$ cat src/pkg/ldi_defs.svh
`ifndef LDI_DEFS_SVH
`define LDI_DEFS_SVH

// Register addresses on the register port
`define LDI_ADDR_STAT 8'h02
`define LDI_ADDR_EN 8'h03
`define LDI_ADDR_SEL_HI 8'h04
`define LDI_ADDR_SEL_LO 8'h05

// Implemented bits of each register; the rest read as zero
`define LDI_MASK_STAT 8'h7C
`define LDI_MASK_EN 8'h7C
`define LDI_MASK_SEL_HI 8'h01
`define LDI_MASK_SEL_LO 8'hFF

// Reset values
`define LDI_RST_STAT 8'h00
`define LDI_RST_EN 8'h00
`define LDI_RST_SEL_HI 8'h00
`define LDI_RST_SEL_LO 8'h00
`define LDI_RST_RDATA 8'h00
`define LDI_RST_CNT 13'h0000
`define LDI_RST_SINKS 9'h000

// Flag and enable bit positions (same in status and enable registers)
`define LDI_BIT_ISC 6
`define LDI_BIT_BL 5
`define LDI_BIT_SHORT 4
`define LDI_BIT_TSD 3
`define LDI_BIT_OVP 2

// Sink 9 membership bit in the high select register
`define LDI_BIT_SINK9 0

// Sink count and bus widths
`define LDI_SINKS 9
`define LDI_DW 8
`define LDI_CW 13

// Line drop time while other events stay pending
`define LDI_DROP_NS 50000
`define LDI_CLK_NS 10
`define LDI_DROP_CYCLES (`LDI_DROP_NS / `LDI_CLK_NS)

`endif

$ cat src/pkg/ldi_pkg.sv
`include "ldi_defs.svh"

package ldi_pkg;

    // Interrupt line behaviour
    typedef enum logic [0:0] {
        LINE_FOLLOW, // Line follows enabled pending flags
        LINE_DROP // Line released for the drop time
    } ldi_line_t;

    // Complete state of the interrupt controller
    typedef struct packed {
        logic [`LDI_DW-1:0] intStat; // Sticky event flags
        logic [`LDI_DW-1:0] intEn; // Interrupt enables
        logic [`LDI_DW-1:0] selHi; // Sink 9 membership
        logic [`LDI_DW-1:0] selLo; // Sinks 8..1 membership
        logic [`LDI_DW-1:0] rdData; // Registered read data
        ldi_line_t line; // Interrupt line mode
        logic [`LDI_CW-1:0] dropCnt; // Cycles left in the drop
        logic intN; // Registered interrupt line, low active
    } ldi_state_t;

    // State of the sink group monitor
    typedef struct packed {
        logic [`LDI_SINKS-1:0] prevOn; // Sink on status one cycle ago
    } ldi_mon_state_t;

endpackage

$ cat src/rtl/ldi_sink_group_mon.sv
`timescale 1ns/1ps
`include "ldi_defs.svh"

module ldi_sink_group_mon (
    input wire logic clk_sys, // System clock
    input wire logic rst_n, // Asynchronous reset, active low
    input wire logic [`LDI_SINKS-1:0] sinkOn, // Sink is on, bit 0 is sink 1
    input wire logic [`LDI_SINKS-1:0] groupSel, // Sink is a group member
    output logic groupOff // Pulse: last on member of the group turned off
);

    ldi_pkg::ldi_mon_state_t stateQ; // Registered state
    ldi_pkg::ldi_mon_state_t stateD; // Next state
    logic [`LDI_SINKS-1:0] wasOnMember; // Members on in the previous cycle
    logic [`LDI_SINKS-1:0] isOnMember; // Members on now

    // Restrict on status to selected members only
    genvar i;
    generate
        for (i = 0; i < `LDI_SINKS; i++) begin : g_member
            assign wasOnMember[i] = stateQ.prevOn[i] & groupSel[i];
            assign isOnMember[i] = sinkOn[i] & groupSel[i];
        end
    endgenerate

    // Group goes from some member on to every member off
    assign groupOff = (|wasOnMember) & ~(|isOnMember);

    // Next state: remember the sink status
    always_comb begin
        stateD = stateQ;
        stateD.prevOn = sinkOn;
    end

    // State register
    always_ff @(posedge clk_sys or negedge rst_n) begin
        if (!rst_n) begin
            stateQ.prevOn <= `LDI_RST_SINKS;
        end else begin
            stateQ <= stateD;
        end
    end
endmodule

$ cat src/rtl/ldi_int_ctrl.sv
`timescale 1ns/1ps
`include "ldi_defs.svh"

// What this block does
// - Enable bit 6 gates sink-group-off flag
// - Enable bit 5 gates backlight-done flag
// - Backlight fade-out end sets interrupt flag
// - Short flag with bit 4 raises interrupt
// - Disabled enables still let fault flags set
// - Thermal flag with bit 3 raises interrupt
// - Overvoltage flag with bit 2 raises interrupt
// - Register 0x04 bit 0 selects sink 9
// - All group members off sets flag
// - Unselected sink 9 excluded from group
// - Flags clear only by writing one
// - Config set: clear drops line 50 us
// - Low select register holds sinks 8..1
module ldi_int_ctrl #(
    parameter logic [`LDI_CW-1:0] DROP_CYCLES = `LDI_CW'(`LDI_DROP_CYCLES) // Line drop length in cycles
) (
    input wire logic clk_sys, // System clock, 100 MHz
    input wire logic rst_n, // Asynchronous reset, active low
    input wire logic [`LDI_DW-1:0] regAddr, // Register address from serial engine
    input wire logic [`LDI_DW-1:0] regWrData, // Write data
    input wire logic regWrEn, // One-cycle write strobe
    input wire logic regRdEn, // One-cycle read strobe
    output logic [`LDI_DW-1:0] regRdData, // Registered read data
    input wire logic intCfg, // Interrupt configuration bit
    input wire logic [`LDI_SINKS-1:0] sinkOn, // Sink on status, bit 0 is sink 1
    input wire logic backlightFadeDone, // Pulse: backlight fade-out ended
    input wire logic shortEvt, // Pulse: short or overload detected
    input wire logic thermalEvt, // Pulse: thermal shutdown
    input wire logic overvoltageEvt, // Pulse: output overvoltage
    output logic hostIntN // Host interrupt, active low
);

    ldi_pkg::ldi_state_t stateQ; // Registered state
    ldi_pkg::ldi_state_t stateD; // Next state
    logic groupOff; // Sink group turned off
    logic [`LDI_DW-1:0] setBits; // Event set vector
    logic [`LDI_DW-1:0] clrBits; // Host clear vector
    logic pendNext; // Enabled flag pending after this cycle
    logic clearAttempt; // Host clears a flag that is set

    // Address match used by both write and read paths
    function automatic logic isReg(input logic [`LDI_DW-1:0] addr, input logic [`LDI_DW-1:0] target);
        isReg = (addr == target);
    endfunction

    // Group membership: sink 9 from the high register, 8..1 from the low
    ldi_sink_group_mon uMon (
        .clk_sys(clk_sys),
        .rst_n(rst_n),
        .sinkOn(sinkOn),
        .groupSel({stateQ.selHi[`LDI_BIT_SINK9], stateQ.selLo}),
        .groupOff(groupOff)
    );

    // Next-state logic
    always_comb begin
        stateD = stateQ;
        // Events set flags regardless of the enables
        setBits = 8'h00;
        setBits[`LDI_BIT_ISC] = groupOff;
        setBits[`LDI_BIT_BL] = backlightFadeDone;
        setBits[`LDI_BIT_SHORT] = shortEvt;
        setBits[`LDI_BIT_TSD] = thermalEvt;
        setBits[`LDI_BIT_OVP] = overvoltageEvt;
        // Write of one clears; zero leaves the flag alone
        clrBits = 8'h00;
        if (regWrEn && isReg(regAddr, `LDI_ADDR_STAT)) begin
            clrBits = regWrData & `LDI_MASK_STAT;
        end
        // Set wins over a clear in the same cycle
        stateD.intStat = (stateQ.intStat & ~clrBits) | setBits;
        // Plain register writes
        if (regWrEn && isReg(regAddr, `LDI_ADDR_EN)) begin
            stateD.intEn = regWrData & `LDI_MASK_EN;
        end
        if (regWrEn && isReg(regAddr, `LDI_ADDR_SEL_HI)) begin
            stateD.selHi = regWrData & `LDI_MASK_SEL_HI;
        end
        if (regWrEn && isReg(regAddr, `LDI_ADDR_SEL_LO)) begin
            stateD.selLo = regWrData & `LDI_MASK_SEL_LO;
        end
        // Enabled flags decide the line
        pendNext = |(stateD.intStat & stateD.intEn);
        clearAttempt = |(clrBits & stateQ.intStat);
        // Line mode sequencing
        unique case (stateQ.line)
            ldi_pkg::LINE_FOLLOW: begin
                // Clearing while others pend: release line briefly
                if (intCfg && clearAttempt && pendNext) begin
                    stateD.line = ldi_pkg::LINE_DROP;
                    stateD.dropCnt = DROP_CYCLES - `LDI_CW'(1);
                end
            end
            ldi_pkg::LINE_DROP: begin
                // Count down, then follow the flags again
                if (stateQ.dropCnt == `LDI_RST_CNT) begin
                    stateD.line = ldi_pkg::LINE_FOLLOW;
                end else begin
                    stateD.dropCnt = stateQ.dropCnt - `LDI_CW'(1);
                end
            end
        endcase
        // Line low while an enabled flag pends, high during a drop
        stateD.intN = (stateD.line == ldi_pkg::LINE_DROP) | ~pendNext;
        // Read path; reading has no side effect on flags
        if (regRdEn) begin
            if (isReg(regAddr, `LDI_ADDR_STAT)) begin
                stateD.rdData = stateQ.intStat;
            end else if (isReg(regAddr, `LDI_ADDR_EN)) begin
                stateD.rdData = stateQ.intEn;
            end else if (isReg(regAddr, `LDI_ADDR_SEL_HI)) begin
                stateD.rdData = stateQ.selHi;
            end else if (isReg(regAddr, `LDI_ADDR_SEL_LO)) begin
                stateD.rdData = stateQ.selLo;
            end else begin
                stateD.rdData = `LDI_RST_RDATA; // Unmapped reads zero
            end
        end
    end

    // State register
    always_ff @(posedge clk_sys or negedge rst_n) begin
        if (!rst_n) begin
            stateQ.intStat <= `LDI_RST_STAT;
            stateQ.intEn <= `LDI_RST_EN;
            stateQ.selHi <= `LDI_RST_SEL_HI;
            stateQ.selLo <= `LDI_RST_SEL_LO;
            stateQ.rdData <= `LDI_RST_RDATA;
            stateQ.line <= ldi_pkg::LINE_FOLLOW;
            stateQ.dropCnt <= `LDI_RST_CNT;
            stateQ.intN <= 1'b1;
        end else begin
            stateQ <= stateD;
        end
    end

    // Outputs straight from flops
    assign regRdData = stateQ.rdData;
    assign hostIntN = stateQ.intN;
endmodule

$ cat config.mk
export PLATFORM = sky130hd
export DESIGN_NAME = ldi_int_ctrl
export DESIGN_NICKNAME = d
export VERILOG_FILES = /design/src/pkg/ldi_pkg.sv /design/src/rtl/ldi_sink_group_mon.sv /design/src/rtl/ldi_int_ctrl.sv
export VERILOG_INCLUDE_DIRS = /design/src /design/src/pkg
export SDC_FILE = /design/constraint.sdc
export NUM_CORES = 1
export LEC_CHECK = 0
export ABC_AREA = 1
export BUFFER_PORTS_ARGS = -buffer_cell sky130_fd_sc_hd__buf_4
export CAP_MARGIN = 20
export CORE_UTILIZATION = 45
export CTS_BUF_LIST = sky130_fd_sc_hd__clkbuf_4 sky130_fd_sc_hd__clkbuf_8 sky130_fd_sc_hd__clkbuf_16
export DETAILED_ROUTE_END_ITERATION = 7
export HOLD_SLACK_MARGIN = 0.03
export PLACE_DENSITY = 0.63
export SETUP_SLACK_MARGIN = 0.2
export SYNTH_ARGS = -nofsm -noshare
export SYNTH_HDL_FRONTEND = slang
export SYNTH_SLANG_ARGS = --single-unit
$ cat constraint.sdc
create_clock -name clk_sys -period 5.1 [get_ports clk_sys]
set_input_delay 0.765 -clock clk_sys [delete_from_list [all_inputs] [get_ports clk_sys]]
set_output_delay 0.765 -clock clk_sys [all_outputs]
set_load 0.02 [all_outputs]
==> metrics <==
status completed; Setup-failing EPs final 0; Post-DP HPWL 3.91 mm; Sw Pwr 0.162 mW; Setup TNS Final 0 ns; initial DRC count 128; r2r setup slk 2.42 ns; PD cells 242 mW/mm2; Period Utilization, post-route 0.525; Routed wire per std cell 12.9 um; Critical Path End stateQ[3]$_DFFE_PN0P_; Starting Density 0.481; complex-gate fraction of the synthesized area 0.0764; P_int 0.546 mW; Hold WC Path Type in -> async; # diodes 0; Synth-to-Final Area Change 15.2%; Cell Chain, Critical Path inv_1 -> ha_1 -> nand2_1 -> nor4_1 -> nand3_1 -> nand2_1 -> inv_1 -> nand2_1 -> xor2_1 -> nand2_1; Post-Synth XOR/XNOR Area 0.0207; drt via density 5.01; predominant post-synthesis flop cell dfrtp_1; DR pass1 iterations 4; area share of and/or/nand/nor cells after synthesis 0.304; main combinational cell family by area after synthesis simple AND/OR/NAND/NOR gates; Relative slew margins 0.398; most frequent cells in the layout 93 x nand2_1, 50 x dfrtp_1, 42 x buf_4; core area 0.00527 mm2; Mean Syn Cell Area 8.43 um2; Comb pwr share 0.082; CTS Hold Bufs 0; R2R cell count 10; number of buffers created by CTS 5; Syn Inst Count 301; share of cells above drive strength 1 0.205; WP data arrival 2.86 ns; mux cell area share after synthesis 0.0133; post-layout min period 2.68 ns; Clock Skew 0.0122 ns; Clk pin slew, worst setup/hold paths 0.09 ns; Final Hold Vio Count 0; Worst path slowest cell nor4_1; most common cell after layout, fill and taps aside nand2_1; worst setup path class reg -> reg; fmax 374 MHz; Setup Buffers After CTS 0; total wire length 5.27 mm; Setup crit end kind flip-flop; Clk network pwr share 0.325; Detail Route Antenna Nets 0; CTS tree built; clock root buffer clkbuf_8; largest net degree at the start of global routing 52; Post-Synth Adder-Cell Area 0.00493; Critical Path Start stateQ[1]$_DFFE_PN0P_; gr usage total 0.193; capturing point of the worst reg2reg path stateQ[3]$_DFFE_PN0P_; clock sink count 51; startpoint types flip-flop; post-CTS sizing 0; register area share after synthesis 0.503; pins over their slew limit 0; fillers 527; WP depth 10; detailed-route via count 2041; Post-layout nets 371; Reg power frac 0.593; Slew @ Worst Pin 0.894 ns; post-route core utilization 0.555; die area 0.00594 mm2; CP most frequent cell nand2_1; Cell Rows 26; vias in the first global route 1955; P_leak 1.47 nW; async set-reset flop share out of synthesis 1.00; PortBufs 42; I/O pin count 43; Mapped Nets 336; number of synthesized flops with an enable pin 0; Crit path max-delay family simple AND/OR/NAND/NOR gates; GRT Residual Overflow 0; WHS 0.485 ns; Yosys reg bits 51; worst skew pair latency 0.30 ns; die height 77.1 um; worst reg2reg path startpoint stateQ[1]$_DFFE_PN0P_; drt drc 0; Max Cap Violations 0; Clock Tree Buf Depth 2; crit-path max FO 12; maximum vdd drop 120 uV; Synth warnings 0; switching share of power 0.228; count of cell types in the netlist 34; RSZ-0062 raised after global routing false; synthesized area 0.00254 mm2; # H-tree levels 2; crit-path max cell delay 0.70 ns; CP Data Required Time 5.29 ns; initial antenna violation count 0; Routability Congestion 0.801; crit path buf inv count 2; first-pass GRT wire length 9.09 mm; die width 77.1 um
## state kept, by name, summed over array words and instances (netlist names)
signal,flops
stateQ,33
uMon.stateQ,9
regRdData,8
hostIntN,1
## synthesized netlist by cell type (4+ instances only)
master	count	area (um2)
nand2_1	93	349
nor2_1	20	75.1
a22o_1	4	35.0
xor2_1	4	35.0
inv_1	24	90.1
nand3_1	25	125
a21oi_1	8	40.0
nor3_1	6	30.0
dfrtp_1	50	1250
o21ai_0	13	65.1
buf_4	10	75.1
nand4_1	7	43.8
nand2_2	4	25.0
## metal layers
layer | share of wire | vias up | global-route usage | wire length [um]
li1 | - | 1047 | - | -
met1 | 0.51 | 934 | 0.293 | 2660
met4 | 0.0051 | 0 | 0.0453 | 27
met5 | 0 | - | 0 | 0
met3 | 0.065 | 2 | 0.0357 | 341
met2 | 0.42 | 58 | 0.284 | 2230
## power groups by stage
| stage | clock network [mW] | registers [mW] | logic (mW) |
|---|---|---|---|
| 5_1_grt | 0.252 | 0.421 | 0.0662 |
| 6_report | 0.230 | 0.420 | 0.0579 |
| 3_3_place_gp | 0 | 0.428 | 0.0592 |
| 4_1_cts | 0.238 | 0.420 | 0.0592 |
| 2_1_floorplan | 0 | 0.425 | 0.0232 |
| 3_5_place_dp | 0 | 0.428 | 0.0590 |
## through the flow
step	std cells	power, mW	cell area [um2]	worst slack [ns]
6_report	407	0.708	2920	2.42
3_3_place_gp	399	0.487	2830	2.26
4_1_cts	407	0.717	2920	2.47
2_1_floorplan	301	0.449	2540	2.96
3_5_place_dp	399	0.487	2830	2.23
5_1_grt	407	0.739	2920	2.12
## cell families after synthesis
kind of cell / count (synthesis)
buffers and inverters: 38
AO/OA/AOI/OAI: 33
XOR/XNOR: 6
flip-flops: 51
multiplexers: 3
AND/OR/NAND/NOR: 169
adder cells (fa/ha/maj): 1
## worst min path at each step
stage | from | end | slack [ns] | cells past startpoint
2_1_floorplan | regRdData[1]$_DFFE_PN0P_ | regRdData[1]$_DFFE_PN0P_ | 0.45 | 2
3_3_place_gp | regRdData[1]$_DFFE_PN0P_ | regRdData[1]$_DFFE_PN0P_ | 0.47 | 2
3_5_place_dp | regRdData[1]$_DFFE_PN0P_ | regRdData[1]$_DFFE_PN0P_ | 0.47 | 2
4_1_cts | regRdData[1]$_DFFE_PN0P_ | regRdData[1]$_DFFE_PN0P_ | 0.49 | 2
5_1_grt | regRdData[0]$_DFFE_PN0P_ | regRdData[0]$_DFFE_PN0P_ | 0.52 | 1
6_report | rst_n | stateQ[14]$_DFF_PN0_ | 0.49 | 1
## worst reg2reg max path, cell delays in order, from the launching register on
cell	delay (ns)
dfrtp_1	0.40
inv_1	0.10
ha_1	0.17
nand2_1	0.11
nor4_1	0.70
nand3_1	0.14
nand2_1	0.37
inv_1	0.25
nand2_1	0.12
xor2_1	0.14
nand2_1	0.06
## area by class of cell
type / instances / area (um2) / share of cell area
Sequential cell: 51 / 1280 / 0.437
Multi-Input combinational cell: 212 / 1060 / 0.364
Timing Repair Buffer: 42 / 315 / 0.108
Inverter: 24 / 90.1 / 0.0308
Tap cell: 70 / 87.6 / 0.0300
Clock buffer: 7 / 83.8 / 0.0287
Clock inverter: 1 / 5.00 / 0.00171
(Power assumes the default switching activity.)
